`src/verilog/iamt_pkg.sv`:
```
// Constants and types shared by the second-address and bit-timing block
package iamt_pkg;
   // Register byte offsets
   localparam logic [4:0] IAMT_OFS_ADDR2 = 5'h0c;
   localparam logic [4:0] IAMT_OFS_TIMING = 5'h10;
   localparam logic [4:0] IAMT_OFS_STATUS = 5'h1c;
   // Reset values and writable bits
   localparam logic [31:0] IAMT_ADDR2_RST = 32'h0000_0000;
   localparam logic [31:0] IAMT_TIMING_RST = 32'h0000_0000;
   localparam logic [31:0] IAMT_ADDR2_WMASK = 32'h0000_87fe;
   localparam logic [31:0] IAMT_TIMING_WMASK = 32'hf0ff_ffff;
   // Field positions, second address register
   localparam int IAMT_EN_BIT = 15;
   localparam int IAMT_MASK_LSB = 8;
   localparam int IAMT_VAL_LSB = 1;
   // Field positions, timing register
   localparam int IAMT_PSC_LSB = 28;
   localparam int IAMT_SETUP_LSB = 20;
   localparam int IAMT_HOLD_LSB = 16;
   localparam int IAMT_HIGH_LSB = 8;
   localparam int IAMT_LOW_LSB = 0;
   // Field positions, status register
   localparam int IAMT_ST_OE_BIT = 8;
   localparam int IAMT_ST_STR_BIT = 9;
   localparam int IAMT_ST_BUSY_BIT = 10;
   // Reserved address groups, upper four address bits
   localparam logic [3:0] IAMT_RSVD_LO = 4'h0;
   localparam logic [3:0] IAMT_RSVD_HI = 4'hf;
   localparam logic [2:0] IAMT_MASK_ALL = 3'h7;
   // Serial clock sequencer states
   typedef enum logic [2:0] {
      IAMT_IDLE,
      IAMT_HOLD,
      IAMT_SETUP,
      IAMT_LOW,
      IAMT_HIGH
   } iamt_state_t;
endpackage

```
`src/verilog/iamt_cfg_if.sv`:
```
// Configuration fields passed from the register file to the sub-blocks
`timescale 1ns/1ns
`default_nettype none
interface iamt_cfg_if;
   logic en;
   logic [2:0] mask;
   logic [6:0] val;
   logic [3:0] timing_prescaler;
   logic [3:0] setup;
   logic [3:0] hold;
   logic [7:0] high;
   logic [7:0] low;
   modport regs (output en, mask, val, timing_prescaler, setup, hold, high, low);
   modport match (input en, mask, val);
   modport timer (input timing_prescaler);
endinterface
`default_nettype wire

```
`src/verilog/iamt_top.sv`:
```
// Second address match and master bit timing with Avalon-MM registers
//
// Added by the designer: the Avalon-MM interface to the registers.
`timescale 1ns/1ns
`default_nettype none
module iamt_top import iamt_pkg::*; (
   // Clock and reset
   input wire logic i_mclk,
   input wire logic i_sys_rst,
   // Avalon-MM slave
   input wire logic [4:0] i_avs_address,
   input wire logic i_avs_read,
   input wire logic i_avs_write,
   input wire logic [31:0] i_avs_writedata,
   input wire logic [3:0] i_avs_byteenable,
   output logic [31:0] o_avs_readdata,
   output logic o_avs_waitrequest,
   // Controller core
   input wire logic i_master_mode,
   input wire logic i_clk_run,
   input wire logic i_slave_stretch_off,
   input wire logic [6:0] i_rx_addr,
   input wire logic i_rx_addr_valid,
   output logic o_addr2_match,
   output logic [6:0] o_match_addr,
   output logic o_data_change,
   output logic o_stretch,
   // Serial clock pin
   input wire logic i_scl_in,
   output logic o_scl_o,
   output logic o_scl_oe
);
   iamt_cfg_if cfg ();

   logic [31:0] addr2_reg;
   logic [31:0] addr2_next;
   logic [31:0] timing_reg;
   logic [31:0] timing_next;
   logic [31:0] rdata_next;
   logic wait_next;
   logic wr_commit;

   iamt_state_t state_reg;
   iamt_state_t state_next;
   logic [7:0] tcnt_reg;
   logic [7:0] tcnt_next;
   logic scl_prev_reg;
   logic scl_fall;
   logic tick;
   logic restart;
   logic delay_next;
   logic oe_next;
   logic stretch_next;
   logic change_next;
   logic leave_now;

   function automatic logic [31:0] be_merge(input logic [31:0] old, input logic [31:0] wd,
                                            input logic [3:0] be, input logic [31:0] wm);
      logic [31:0] m;
      m = {{8{be[3]}}, {8{be[2]}}, {8{be[1]}}, {8{be[0]}}} & wm;
      return (old & ~m) | (wd & m);
   endfunction

   function automatic logic is_delay(input iamt_state_t s);
      return (s == IAMT_HOLD) || (s == IAMT_SETUP);
   endfunction

   // Register fields to sub-blocks; edits under enable are not guarded
   assign cfg.en = addr2_reg[IAMT_EN_BIT];
   assign cfg.mask = addr2_reg[IAMT_MASK_LSB +: 3];
   assign cfg.val = addr2_reg[IAMT_VAL_LSB +: 7];
   assign cfg.timing_prescaler = timing_reg[IAMT_PSC_LSB +: 4];
   assign cfg.setup = timing_reg[IAMT_SETUP_LSB +: 4];
   assign cfg.hold = timing_reg[IAMT_HOLD_LSB +: 4];
   assign cfg.high = timing_reg[IAMT_HIGH_LSB +: 8];
   assign cfg.low = timing_reg[IAMT_LOW_LSB +: 8];

   iamt_match u_match (
      .i_mclk(i_mclk),
      .i_sys_rst(i_sys_rst),
      .cfg(cfg.match),
      .i_rx_addr(i_rx_addr),
      .i_rx_addr_valid(i_rx_addr_valid),
      .o_match(o_addr2_match),
      .o_match_addr(o_match_addr)
   );

   iamt_presc u_presc (
      .i_mclk(i_mclk),
      .i_sys_rst(i_sys_rst),
      .i_restart(restart),
      .cfg(cfg.timer),
      .o_tick(tick)
   );

   // Bus slave: one wait cycle; read data loads as it ends, a write lands one edge later
   always_comb begin
      wait_next = !((i_avs_read || i_avs_write) && o_avs_waitrequest);
      wr_commit = i_avs_write && !o_avs_waitrequest;
      addr2_next = addr2_reg;
      timing_next = timing_reg;
      rdata_next = o_avs_readdata;
      if (wr_commit && i_avs_address == IAMT_OFS_ADDR2) begin
         addr2_next = be_merge(addr2_reg, i_avs_writedata, i_avs_byteenable, IAMT_ADDR2_WMASK);
      end
      if (wr_commit && i_avs_address == IAMT_OFS_TIMING) begin
         timing_next = be_merge(timing_reg, i_avs_writedata, i_avs_byteenable,
                                IAMT_TIMING_WMASK);
      end
      if (i_avs_read && o_avs_waitrequest) begin
         case (i_avs_address)
            IAMT_OFS_ADDR2: begin
               rdata_next = addr2_reg;
            end
            IAMT_OFS_TIMING: begin
               rdata_next = timing_reg;
            end
            IAMT_OFS_STATUS: begin
               rdata_next = 32'h0000_0000;
               rdata_next[6:0] = o_match_addr;
               rdata_next[IAMT_ST_OE_BIT] = o_scl_oe;
               rdata_next[IAMT_ST_STR_BIT] = o_stretch;
               rdata_next[IAMT_ST_BUSY_BIT] = (state_reg != IAMT_IDLE);
            end
            default: begin
               rdata_next = 32'h0000_0000;
            end
         endcase
      end
   end

   always_ff @(posedge i_mclk or posedge i_sys_rst) begin
      if (i_sys_rst) begin
         addr2_reg <= IAMT_ADDR2_RST;
         timing_reg <= IAMT_TIMING_RST;
         o_avs_readdata <= 32'h0000_0000;
         o_avs_waitrequest <= 1'b1;
      end else begin
         addr2_reg <= addr2_next;
         timing_reg <= timing_next;
         o_avs_readdata <= rdata_next;
         o_avs_waitrequest <= wait_next;
      end
   end

   // Serial clock sequencer
   assign scl_fall = scl_prev_reg && !i_scl_in;
   assign restart = (state_next != state_reg);

   always_comb begin
      state_next = state_reg;
      leave_now = 1'b0;
      case (state_reg)
         IAMT_IDLE: begin
            if (i_master_mode ? i_clk_run : scl_fall) begin
               state_next = (cfg.hold == 4'h0) ? IAMT_SETUP : IAMT_HOLD;
            end
         end
         IAMT_HOLD: begin
            // Zero hold means no delay at all
            leave_now = (cfg.hold == 4'h0) || (tick && (tcnt_reg + 8'h01) == {4'h0, cfg.hold});
            if (leave_now) begin
               state_next = IAMT_SETUP;
            end
         end
         IAMT_SETUP: begin
            leave_now = tick && (tcnt_reg == {4'h0, cfg.setup});
            if (leave_now) begin
               state_next = i_master_mode ? IAMT_LOW : IAMT_IDLE;
            end
         end
         IAMT_LOW: begin
            leave_now = tick && (tcnt_reg == cfg.low);
            if (!i_master_mode) begin
               state_next = IAMT_IDLE;
            end else if (leave_now) begin
               state_next = IAMT_HIGH;
            end
         end
         IAMT_HIGH: begin
            leave_now = tick && (tcnt_reg == cfg.high);
            if (!i_master_mode) begin
               state_next = IAMT_IDLE;
            end else if (leave_now) begin
               state_next = i_clk_run ? (cfg.hold == 4'h0 ? IAMT_SETUP : IAMT_HOLD) : IAMT_IDLE;
            end
         end
         default: begin
            state_next = IAMT_IDLE;
         end
      endcase
      if (state_next != state_reg) begin
         tcnt_next = 8'h00;
      end else if (tick) begin
         tcnt_next = tcnt_reg + 8'h01;
      end else begin
         tcnt_next = tcnt_reg;
      end
      // Slave may only stretch; it never shapes the high or low time
      delay_next = is_delay(state_next) && (i_master_mode || !i_slave_stretch_off);
      oe_next = delay_next || (i_master_mode && state_next == IAMT_LOW);
      stretch_next = delay_next;
      change_next = (state_reg != IAMT_SETUP) && (state_next == IAMT_SETUP);
   end

   always_ff @(posedge i_mclk or posedge i_sys_rst) begin
      if (i_sys_rst) begin
         state_reg <= IAMT_IDLE;
         tcnt_reg <= 8'h00;
         scl_prev_reg <= 1'b1;
         o_scl_o <= 1'b0;
         o_scl_oe <= 1'b0;
         o_stretch <= 1'b0;
         o_data_change <= 1'b0;
      end else begin
         state_reg <= state_next;
         tcnt_reg <= tcnt_next;
         scl_prev_reg <= i_scl_in;
         o_scl_o <= 1'b0;
         o_scl_oe <= oe_next;
         o_stretch <= stretch_next;
         o_data_change <= change_next;
      end
   end

   // Checking helpers: cycles in state and since the last tick
   logic [15:0] cyc_reg;
   logic [15:0] cyc_next;
   logic [3:0] gap_reg;
   logic [3:0] gap_next;

   function automatic logic [15:0] span(input logic [8:0] ticks, input logic [3:0] timing_prescaler);
      logic [15:0] p;
      p = 16'(ticks) * 16'({1'b0, timing_prescaler} + 5'h01);
      return (ticks == 9'h000) ? 16'h0000 : p - 16'h0001;
   endfunction

   always_comb begin
      cyc_next = restart ? 16'h0000 : cyc_reg + 16'h0001;
      gap_next = (restart || tick) ? 4'h0 : gap_reg + 4'h1;
   end

   always_ff @(posedge i_mclk or posedge i_sys_rst) begin
      if (i_sys_rst) begin
         cyc_reg <= 16'h0000;
         gap_reg <= 4'h0;
      end else begin
         cyc_reg <= cyc_next;
         gap_reg <= gap_next;
      end
   end

   a_tick_period: assert property (@(posedge i_mclk) disable iff (i_sys_rst)
      tick |-> gap_reg == cfg.timing_prescaler)
      else $error("base tick spacing wrong");
   a_setup_length: assert property (@(posedge i_mclk) disable iff (i_sys_rst)
      state_reg == IAMT_SETUP && restart |-> cyc_reg == span({5'h00, cfg.setup} + 9'h001, cfg.timing_prescaler))
      else $error("setup delay length wrong");
   a_hold_length: assert property (@(posedge i_mclk) disable iff (i_sys_rst)
      state_reg == IAMT_HOLD && restart |-> cyc_reg == span({5'h00, cfg.hold}, cfg.timing_prescaler))
      else $error("hold delay length wrong");
   a_high_length: assert property (@(posedge i_mclk) disable iff (i_sys_rst)
      state_reg == IAMT_HIGH && restart && i_master_mode
      |-> cyc_reg == span({1'b0, cfg.high} + 9'h001, cfg.timing_prescaler))
      else $error("clock high length wrong");
   a_low_length: assert property (@(posedge i_mclk) disable iff (i_sys_rst)
      state_reg == IAMT_LOW && restart && i_master_mode
      |-> cyc_reg == span({1'b0, cfg.low} + 9'h001, cfg.timing_prescaler))
      else $error("clock low length wrong");
   a_delay_stretch: assert property (@(posedge i_mclk) disable iff (i_sys_rst)
      is_delay(state_next) && (i_master_mode || !i_slave_stretch_off) |=> o_scl_oe && o_stretch)
      else $error("clock not held low during delay");
   a_slave_no_clock: assert property (@(posedge i_mclk) disable iff (i_sys_rst)
      !i_master_mode |=> state_reg != IAMT_LOW && state_reg != IAMT_HIGH)
      else $error("slave mode shaped the clock");
   a_data_after_hold: assert property (@(posedge i_mclk) disable iff (i_sys_rst)
      o_data_change |-> state_reg == IAMT_SETUP && ($past(state_reg) == IAMT_HOLD || cfg.hold == 4'h0))
      else $error("data change outside hold end");
   a_bus_answer: assert property (@(posedge i_mclk) disable iff (i_sys_rst)
      (i_avs_read || i_avs_write) && o_avs_waitrequest |=> !o_avs_waitrequest ##1 o_avs_waitrequest)
      else $error("bus answer not after one wait cycle");

   c_master_cycle: cover property (@(posedge i_mclk) disable iff (i_sys_rst)
      state_reg == IAMT_HIGH ##1 state_reg == IAMT_HOLD);
   c_slave_stretch: cover property (@(posedge i_mclk) disable iff (i_sys_rst)
      !i_master_mode && o_stretch);
   c_reg_write: cover property (@(posedge i_mclk) disable iff (i_sys_rst) wr_commit);
endmodule
`default_nettype wire

```
`src/verilog/iamt_presc.sv`:
```
// Prescaler that turns the kernel clock into one-cycle base ticks
`timescale 1ns/1ns
`default_nettype none
module iamt_presc import iamt_pkg::*; (
   // Clock and reset
   input wire logic i_mclk,
   input wire logic i_sys_rst,
   // Control
   input wire logic i_restart,
   iamt_cfg_if.timer cfg,
   // Tick
   output logic o_tick
);
   logic [3:0] cnt_reg;
   logic [3:0] cnt_next;

   assign o_tick = (cnt_reg == cfg.timing_prescaler);

   always_comb begin
      if (i_restart || o_tick) begin
         cnt_next = 4'h0;
      end else begin
         cnt_next = cnt_reg + 4'h1;
      end
   end

   always_ff @(posedge i_mclk or posedge i_sys_rst) begin
      if (i_sys_rst) begin
         cnt_reg <= 4'h0;
      end else begin
         cnt_reg <= cnt_next;
      end
   end
endmodule
`default_nettype wire

```
`src/verilog/iamt_match.sv`:
```
// Second slave address comparator with mask and reserved-group refusal
`timescale 1ns/1ns
`default_nettype none
module iamt_match import iamt_pkg::*; (
   // Clock and reset
   input wire logic i_mclk,
   input wire logic i_sys_rst,
   // Configuration
   iamt_cfg_if.match cfg,
   // Received address
   input wire logic [6:0] i_rx_addr,
   input wire logic i_rx_addr_valid,
   // Match result
   output logic o_match,
   output logic [6:0] o_match_addr
);
   logic match_next;
   logic [6:0] maddr_next;

   function automatic logic is_rsvd(input logic [6:0] a);
      return (a[6:3] == IAMT_RSVD_LO) || (a[6:3] == IAMT_RSVD_HI);
   endfunction

   function automatic logic addr_hit(input logic en, input logic [2:0] mask,
                                     input logic [6:0] val, input logic [6:0] rx);
      logic [6:0] care;
      care = 7'h7f << mask;
      if (!en) begin
         return 1'b0;
      end
      if ((mask != 3'h0) && is_rsvd(rx)) begin
         return 1'b0;
      end
      return ((val ^ rx) & care) == 7'h00;
   endfunction

   always_comb begin
      match_next = i_rx_addr_valid && addr_hit(cfg.en, cfg.mask, cfg.val, i_rx_addr);
      maddr_next = match_next ? i_rx_addr : o_match_addr;
   end

   always_ff @(posedge i_mclk or posedge i_sys_rst) begin
      if (i_sys_rst) begin
         o_match <= 1'b0;
         o_match_addr <= 7'h00;
      end else begin
         o_match <= match_next;
         o_match_addr <= maddr_next;
      end
   end

   a_disabled_none: assert property (@(posedge i_mclk) disable iff (i_sys_rst)
      i_rx_addr_valid && !cfg.en |=> !o_match)
      else $error("match while second address disabled");
   a_exact_compare: assert property (@(posedge i_mclk) disable iff (i_sys_rst)
      i_rx_addr_valid && cfg.en && cfg.mask == 3'h0 |=> o_match == ($past(i_rx_addr) == $past(cfg.val)))
      else $error("unmasked compare wrong");
   a_masked_compare: assert property (@(posedge i_mclk) disable iff (i_sys_rst)
      i_rx_addr_valid && cfg.en && cfg.mask != 3'h0 && cfg.mask != IAMT_MASK_ALL
      && ((i_rx_addr ^ cfg.val) >> cfg.mask) != 7'h00 |=> !o_match)
      else $error("masked compare accepted differing bits");
   a_mask_all_acks: assert property (@(posedge i_mclk) disable iff (i_sys_rst)
      i_rx_addr_valid && cfg.en && cfg.mask == IAMT_MASK_ALL && !is_rsvd(i_rx_addr) |=> o_match)
      else $error("full mask missed an address");
   a_reserved_nack: assert property (@(posedge i_mclk) disable iff (i_sys_rst)
      i_rx_addr_valid && cfg.mask != 3'h0 && is_rsvd(i_rx_addr) |=> !o_match)
      else $error("reserved address acknowledged");
   a_match_report: assert property (@(posedge i_mclk) disable iff (i_sys_rst)
      o_match |-> o_match_addr == $past(i_rx_addr) && $past(i_rx_addr_valid))
      else $error("match event without its address");
   c_addr_match: cover property (@(posedge i_mclk) disable iff (i_sys_rst) o_match);
endmodule
`default_nettype wire

```
`config.mk`:
```
export PLATFORM = sky130hd
export DESIGN_NAME = iamt_top
export DESIGN_NICKNAME = d
export VERILOG_FILES = /design/src/verilog/iamt_pkg.sv /design/src/verilog/iamt_cfg_if.sv /design/src/verilog/iamt_top.sv /design/src/verilog/iamt_presc.sv /design/src/verilog/iamt_match.sv
export SDC_FILE = /design/constraint.sdc
export NUM_CORES = 1
export LEC_CHECK = 0
export ABC_AREA = 1
export BUFFER_PORTS_ARGS = -buffer_cell sky130_fd_sc_hd__buf_2
export CAP_MARGIN = 40
export CORE_ASPECT_RATIO = 0.75
export CORE_MARGIN = 2
export CORE_UTILIZATION = 50
export CTS_CLUSTER_SIZE = 10
export DETAILED_ROUTE_END_ITERATION = 7
export PLACE_DENSITY = 0.71
export REMOVE_ABC_BUFFERS = 1
export SYNTH_ARGS = -nofsm -noshare
export SYNTH_HDL_FRONTEND = slang
export SYNTH_SLANG_ARGS = --single-unit
export TNS_END_PERCENT = 50
```
`constraint.sdc`:
```
create_clock -name i_mclk -period 3.8 [get_ports i_mclk]
set_input_delay 0.57 -clock i_mclk [delete_from_list [all_inputs] [get_ports i_mclk]]
set_output_delay 0.57 -clock i_mclk [all_outputs]
set_load 0.05 [all_outputs]
```
; Word level (Yosys, flattened, before mapping)
; Cells that the tools add are included.
[totals]
reg_bits = 124
out_inout_bits = 45
word_cells = 99
[classes]
addsub = 2
eq_ne = 18
shifts = 1
mux = 22
n_bitwise = 10
reduce_logical = 33
[ops]
columns = op, n
row1 = 32-bit bitwise AND, 3
row2 = 32-bit case mux with 3 select lines, 1
row3 = 32-bit bitwise OR, 2
row4 = 32-bit by 16-bit bitwise AND with 32-bit output, 1
row5 = 16-bit NOT with 32-bit output, 1
row6 = 32-bit NOT, 1
row7 = 3-bit 2-to-1 mux, 7
row8 = 8-bit by 4-bit equality test with 1-bit output, 2
row9 = 8-bit equality test, 2
row10 = 8-bit 2-to-1 mux, 2
row11 = 1-bit logical AND, 15
row12 = 3-bit case mux with 5 select lines, 1
row13 = 3-bit by 2-bit equality test with 1-bit output (second input constant), 4
row14 = 5-bit equality test (second input constant), 2
row15 = 8-bit by 1-bit adder with 8-bit output (second input constant), 1
row16 = 4-bit logical NOT, 2
row17 = 7-bit bitwise AND, 1
row18 = 7-bit logical NOT, 1
row19 = 1-bit logical OR, 7
row20 = 1-bit 2-to-1 mux, 7
row21 = 7-bit by 3-bit << shifter with 7-bit output (first input constant), 1
row22 = 7-bit bitwise XOR, 1
row23 = 3-bit by 1-bit equality test with 1-bit output (second input constant), 2
row24 = 2-bit 2-to-1 mux, 3
row25 = other kinds (12), 16

; Longest topological paths before layout
; Gate-level depths: netlist (run 1).
[logic_depth]
word_depth = 10
depth_mapped = 15
ltp_nobuf = 15

; Cells and area by module
; Synthesis (run 1) repeated with hierarchy kept, for this count alone.
[hier_totals]
hier_cells = 677
hier_area_um2 = 5170.0
[by_module_without_submodules]
columns = mod, instances, cells_each, area_each_um2, seq_area_each_um2
row1 = iamt_top, 1, 553, 4325.4, 2079.5
row2 = iamt_match, 1, 84, 586.8, 200.2
row3 = iamt_presc, 1, 40, 257.7, 100.1

; Worst setup path after synthesis (run 1)
; Ideal clock, no wire load.
[synth_timing]
path_type = input to register
start = input port i_avs_address[1]
end = register (tool-made name)
t_arrival_ps = 1790
required_time_ps = 3667
path_slack_ps = 1877
stages = 9
path_buffers = 1
cell_sequence = nor2_1 -> inv_1 -> nor4_2 -> inv_2 -> nor3_2 -> nand2_1 -> clkbuf_1 -> nor2_1 -> a21oi_1
[synth_lines]
columns = element, line_no
row1 = start: declaration, iamt_top.sv:11  ; input wire logic [4:0] i_avs_address,

; Worst setup path after layout (run 1)
[layout_timing]
start = register tcnt_reg[0]
end = register tcnt_reg[4]
[layout_between]
elab_chain_len = 8
[layout_lines]
columns = element, line_no
row1 = start: declaration, iamt_top.sv:45  ; logic [7:0] tcnt_reg;
row2 = start signal: assignment, iamt_top.sv:217  ; tcnt_reg <= tcnt_next;
row3 = 8-bit by 1-bit adder with 8-bit output, iamt_top.sv:161  ; leave_now = (cfg.hold == 4'h0) || (tick && (tcnt_reg + 8'h01) == {4'h0, cfg.hold});
row4 = 8-bit by 4-bit equality test with 1-bit output, iamt_top.sv:161
row5 = 1-bit logical AND, iamt_top.sv:161
row6 = 1-bit logical OR, iamt_top.sv:161
row7 = 3-bit 2-to-1 mux, iamt_top.sv:162  ; if (leave_now) begin
row8 = 3-bit case mux with 5 select lines *, iamt_top.sv:153  ; case (state_reg)
row9 = named net state_next[0], iamt_top.sv:44  ; iamt_state_t state_next;
row10 = 3-bit != test *, iamt_top.sv:192  ; if (state_next != state_reg) begin
row11 = 8-bit 2-to-1 mux or 2-bit nonzero test (tied branches), -
; The timed path passes the listed nets; every way through them passes the cells marked *. The select of a mux whose other input is x is not followed.
; A chain may end at the register's enable or synchronous reset.

==> metrics.yaml, run 1 <==
async_flop_share: 1.000
synthFlopType: "dfrtp_1"
nets: 774
firstDrtPassIters: 5
crit_fanout: 9
overflow: 0
cts_tree: "yes"
setup_viol: 0
hp-class: "input pin to async pin"
cts_max_path_buffers: 2
synth_cell_types: 44
ys_ff_latch: 95
fill_cells: 857
cp.required_ns: 4.03
syn2layout_area_growth_pct: 17.20
io_pins: 102
critPathMostFrequentCell: "nand2_1"
grt_pass1_vias: 4108
slew_headroom: 0.6492
drtIter0Drc: 295
grt_first_pass_wirelength_mm: 19.89
max_freq_ghz: 0.4330
cts_buffers: 9
slowest_stage: "dfrtp_1"
slowest_delay_ns: 0.51
final_design_area_no_fill_um2: 5816
core_um2: 9658
die_x_um: 119.0
final-seq-area_um2: 2380
grt_usage: 0.2323
yosysSeqAreaShare: 0.4796
clk_pin_slew_ns: 0.07
fp.dieArea_um2: 10750
ir_drop_mv: 0.2634
grt_max_degree: 41
globalplace.congestion: 0.8922
final_layout_size_suffix_gt1_frac: 0.2236
final_util: 0.6022
drv_slew: 0
start_kind: "flop"
antenna_found_initial: 0
antennaDiodeCount: 0
period_share: 0.6078
cap_violations: 0
placed_area_um2: 5518
postSynthCellCount: 626
cts_sinks: 95
drc: 0
power_leakage_uw: 0.003111
die_y_um: 90.28
fin_tns_setup_ns: 0
finalWirelength_mm: 12.01
fin_crit_ns: 2.310
multi_input_area_um2: 2198
place_hpwl_mm: 9.011
rows: 31
cts_max_level: 3
r2r_slack_ns: 1.49
rsz0062_at_grt: "false"
cp_cell_sequence: "ha_1 > inv_1 > nand2_1 > nand2_1 > nor2_1 > nand3_1 > nor2_1 > nand3_1 > nand3_1 > nand2_1 > nand2_1 > nand2_1 > inv_2 > nor3_2"
synth-edff-count: 0
tightest_slew_ns: 0.5261
cts_hold_buf: 0
finalHoldViolCount: 0
cts_resized: 0
crit_type: "flop to flop"
yosys_warnings: 0
total_power_uw: 3093
syn_area_per_cell_um2: 7.927
clockRootBuffer: "clkbuf_16"
vias: 4431
fin_skew_ns: 0.01009
end_kind: "flop"
io_buffers: 92
cellPowerDensity_nw_per_um2: 531.8
vias_per_cell: 5.201
cp_data_arrival_time_ns: 2.54
cts_setup_buffers: 0
start_util: 0.5138
clock_latency_ns: 0.35
ant_nets: 0
routedWlPerCell_um: 14.10
status: "finished clean"
syn_area_um2: 4962
==> synth_stat cells, types with 3 or more instances <==
master,count,share of area
nand2_1,206,0.16
dfrtp_1,93,0.47
inv_1,59,0.045
nor2_1,45,0.034
o21ai_0,44,0.044
nand3_1,26,0.026
a21oi_1,21,0.021
o31ai_1,14,0.021
xnor2_1,14,0.025
clkbuf_1,12,0.0091
inv_2,12,0.0091
nand2_2,9,0.011
nand4_1,9,0.011
nor3_2,9,0.018
buf_4,7,0.011
xor2_1,4,0.0071
buf_2,3,0.0030
nor3_1,3,0.0030
o21ai_1,3,0.0030
==> cells by family (layout without fill, tap and decap cells) <==
logic type / Yosys count / after routing / synth area share
AOI/OAI and AO/OA: 91 / 91 / 0.1056
xor gates and xnor gates: 18 / 18 / 0.03177
adders and majority gates: 3 / 3 / 0.007059
buffers and inverters: 96 / 186 / 0.08043
DFF: 95 / 95 / 0.4796
muxes: 2 / 2 / 0.004538
other: 1 / 5 / 0.0007557
and+or+nand+nor: 320 / 320 / 0.2902
==> worst paths after layout <==
path,start,to,cells past startpoint
max,tcnt_reg[0]$_DFFE_PP0P_,tcnt_reg[4]$_DFFE_PP0P_,14
min,i_sys_rst,o_avs_readdata[0]$_DFFE_PP0P_,2
max reg2reg,tcnt_reg[0]$_DFFE_PP0P_,tcnt_reg[4]$_DFFE_PP0P_,14
min reg2reg,o_avs_readdata[7]$_DFFE_PP0P_,o_avs_readdata[7]$_DFFE_PP0P_,2
max in group asynchronous,i_sys_rst,scl_prev_reg$_DFF_PP1_,3
min in group i_mclk,i_scl_in,scl_prev_reg$_DFF_PP1_,1
==> per-layer routing <==
layer | global-route usage | up-vias | wire, um
met4 | 0.07540 | 0 | 184
met1 | 0.3475 | 2093 | 5821
met3 | 0.04672 | 17 | 838
met5 | 0 | - | 0
met2 | 0.3381 | 147 | 5170
li1 | - | 2174 | -
==> metrics by stage <==
step | hold slack (ns) | worst slack [ns] | std cells
floorplan | 0.4692 | 0.7563 | 607
global placement | 0.4570 | 1.257 | 836
detailed placement | 0.4604 | 1.216 | 836
CTS | 0.1837 | 1.494 | 852
global route | 0.2019 | 1.253 | 852
finish | 0.1777 | 1.491 | 852
==> report_power, final <==
part	internal [uW]	switching, uW	total (uW)
clock	511	393	904
combinational	319	551	871
sequential	1130	192	1320
==> cells in the final DEF, fill, tap and decap left out, types with 2 or more instances in the layout <==
| cell | netlist | layout |
|---|---|---|
| nor2_2 | 2 | 2 |
| buf_2 | 3 | 92 |
| dfstp_2 | 2 | 2 |
| clkinvlp_4 | 0 | 2 |
| nand4_1 | 9 | 9 |
| nor3_2 | 9 | 9 |
| o21ai_1 | 3 | 3 |
| nor2_1 | 45 | 45 |
| o31ai_1 | 14 | 14 |
| inv_2 | 12 | 12 |
| a221oi_1 | 2 | 2 |
| nand2_1 | 206 | 206 |
| ha_1 | 2 | 2 |
| xnor2_1 | 14 | 14 |
| clkbuf_16 | 0 | 9 |
| nor3_1 | 3 | 3 |
| a21oi_1 | 21 | 21 |
| mux2_2 | 2 | 2 |
| xor2_1 | 4 | 4 |
| dfrtp_1 | 93 | 93 |
| buf_4 | 7 | 5 |
| nand3_1 | 26 | 26 |
| o22ai_1 | 2 | 2 |
| conb_1 | 1 | 5 |
| o21ai_0 | 44 | 44 |
| clkinv_2 | 1 | 4 |
| nand3_4 | 2 | 2 |
| inv_1 | 59 | 58 |
| nor2_4 | 2 | 2 |
| nand2_2 | 9 | 9 |
==> layout make-up <==
cell class,count,area share
sequential,95,0.4092
multi-input combinational,439,0.3780
timing repair buffer,97,0.08563
inverter,73,0.04755
clock buffer,9,0.03873
tap,132,0.02840
clock inverter,7,0.01248
==> critical path: cells and delay by family, from the launching register on <==
family	cells	cell delay [ns]
fa+ha+maj	1	0.38
flops	1	0.51
simple gates	11	1.04
buf+inv	2	0.25
Note: power is estimated with default switching activity, not from simulation.
==> run 2, diff against run 1 <==
- PLACE_DENSITY: 0.71 -> 0.74
- clock period: 3.8 -> 2.11 ns (I/O delays scaled with it)
==> metrics.yaml, run 2 (synthesis results as in run 1) <==
tightest_slew_ns: 0.5046  # -0.02149 ns
cts_buffers: 9  # unchanged
final_layout_size_suffix_gt1_frac: 0.2832  # +0.05961
switching_share: 0.3740  # +0.006619
die_x_um: 119.0  # unchanged
cellPowerDensity_nw_per_um2: 970.0  # +82%
slowest_delay_ns: 0.43  # -0.08 ns
cp_data_arrival_time_ns: 2.41  # -0.13 ns
crit_type: "flop to flop"
globalplace.congestion: 0.8957  # +0.39%
clock_latency_ns: 0.34  # about the same
hp-class: "input pin to flop"
rsz0062_at_grt: "true"
syn2layout_area_growth_pct: 24.23
antennaDiodeCount: 0  # unchanged
start_util: 0.5138  # unchanged
end_kind: "flop"
core_um2: 9658  # unchanged
fin_skew_ns: 0.006568  # -0.003524 ns
routedWlPerCell_um: 15.06  # +6.8%
slew_headroom: 0.6628  # +0.01351
cp_cell_sequence: "buf_6 > xnor2_1 > nand2_1 > nor2_1 > nand3_2 > nand2_2 > nand2_1 > nand2_2 > nand3_4 > a21oi_4 > nand2_4 > nor3_4"
crit_path_start: "tcnt_reg[0]$_DFFE_PP0P_"
cellInternalPower_uw: 3744  # +91%
ant_nets: 0  # unchanged
grt_pass1_vias: 4326  # +5.3%
status: "complete, but fails checks"
fp.dieArea_um2: 10750  # unchanged
power_leakage_uw: 0.003244  # +4.3%
finalHoldViolCount: 0  # unchanged
power_frac_comb: 0.353  # +0.071
drc: 0  # unchanged
pwr-share-seq: 0.391  # -0.035
fin_tns_setup_ns: -0.06532  # -0.06532 ns
slowest_stage: "dfrtp_1"
cts_sinks: 95  # unchanged
cap_violations: 0  # unchanged
start_kind: "flop"
crit_fanout: 8  # -1
die_y_um: 90.28  # unchanged
vias_per_cell: 5.332  # +2.5%
finalWirelength_mm: 13.21  # +10%
violations: "setup timing"
drv_slew: 0  # unchanged
cp.required_ns: 2.37  # -1.66 ns
final_design_area_no_fill_um2: 6165  # +6.0%
grt_first_pass_wirelength_mm: 20.62  # +3.6%
fin_ws_ns: -0.03338  # -1.524 ns
clock_power_share: 0.255  # -0.037
stdcell_count: 877  # +2.9%
hold_slack_ns: 0.08941  # -0.08831 ns
overflow: 0  # unchanged
cts_tree: "yes"
ir_drop_mv: 0.4850  # +84%
p_switching_uw: 2236  # +97%
setup_viol: 6  # +6
clockRootBuffer: "clkbuf_16"
reg2reg_from: "tcnt_reg[0]$_DFFE_PP0P_"
grt_max_degree: 47  # +15%
final_common_cell: "nand2_1"
max_freq_ghz: 0.4666  # +7.7%
grt_usage: 0.2422  # +0.009894
rows: 31  # unchanged
final_cell_mix: "nand2_1 (199), buf_2 (92), dfrtp_1 (87)"
hold_path_startpoint: "i_scl_in"
clk_pin_slew_ns: 0.06  # about the same
cts_max_path_buffers: 2  # unchanged
total_power_uw: 5980  # +93%
firstDrtPassIters: 6  # +1
fin_crit_ns: 2.143  # -0.1661 ns
cts_max_level: 3  # unchanged
period_share: 1.016  # +0.4081
nets: 799  # +3.2%
io_pins: 102  # unchanged
vias: 4676  # +5.5%
drtIter0Drc: 371  # +26%
place_hpwl_mm: 9.299  # +3.2%
io_buffers: 92  # unchanged
placed_area_um2: 5590  # +1.3%
dp.cells: 844  # +0.96%
fill_cells: 797  # -7.0%
antenna_found_initial: 0  # unchanged
## run 2: area by class of cell
cell class                      count  area, um^2  share of cell area
Clock buffer                       16       271.5             0.04404
Inverter                           73       286.5             0.04648
Multi-Input combinational cell    439        2326              0.3773
Sequential cell                    95        2387              0.3873
Tap cell                          132       165.2             0.02679
Timing Repair Buffer              122       728.2              0.1181
## run 2: critical path: cells and delay by family (launching register included)
kind            cells  cell delay [ns]
simple gates        9             1.09
flops               1             0.43
compound gates      1             0.23
buf+inv             1             0.17
xor+xnor            1             0.13
## run 2: path summary, 6_finish.rpt
path                                                 endpoint  slack [ns]  depth (start not counted)
worst max-delay path                  tcnt_reg[0]$_DFFE_PP0P_       -0.03                         12
worst min-delay path                   scl_prev_reg$_DFF_PP1_        0.09                          1
worst max register to register        tcnt_reg[0]$_DFFE_PP0P_       -0.03                         12
worst min register to register  o_avs_readdata[4]$_DFFE_PP0P_        0.48                          2
max in group asynchronous             tcnt_reg[6]$_DFFE_PP0P_        0.82                          4
min in group asynchronous                           async pin        0.54                          3
## run 2: power groups by stage
stage | sequential [uW] | combinational [uW] | clock [uW]
2_1_floorplan | 2400 | 1140 | 0
3_3_place_gp | 2340 | 1600 | 0
3_5_place_dp | 2360 | 1640 | 0
4_1_cts | 2330 | 1660 | 1540
5_1_grt | 2370 | 2310 | 1630
6_report | 2340 | 2110 | 1530
## run 2: what timing repair did
action / 4_1_cts / 5_1_grt
buffers inserted: 0 / 16
endpoints found under the hold margin: 23 / 0
resized for setup: 2 / 48
setup endpoints to repair: 1 / 14
pin swaps: 0 / 34
hold buffers: 1 / 0
## run 2: per-layer routing
layer,track usage,part of all wire
met2,0.3630,0.46
met1,0.3499,0.45
met3,0.05429,0.082
met4,0.07937,0.017
met5,0,0
## run 2: stage by stage
step,util,setup slack (ns)
global route,0.6383,-0.1667
floorplan,-,-0.6802
global placement,0.5788,0.09552
finish,0.6383,-0.03338
detailed placement,0.5788,0.007697
CTS,0.6082,0.04725
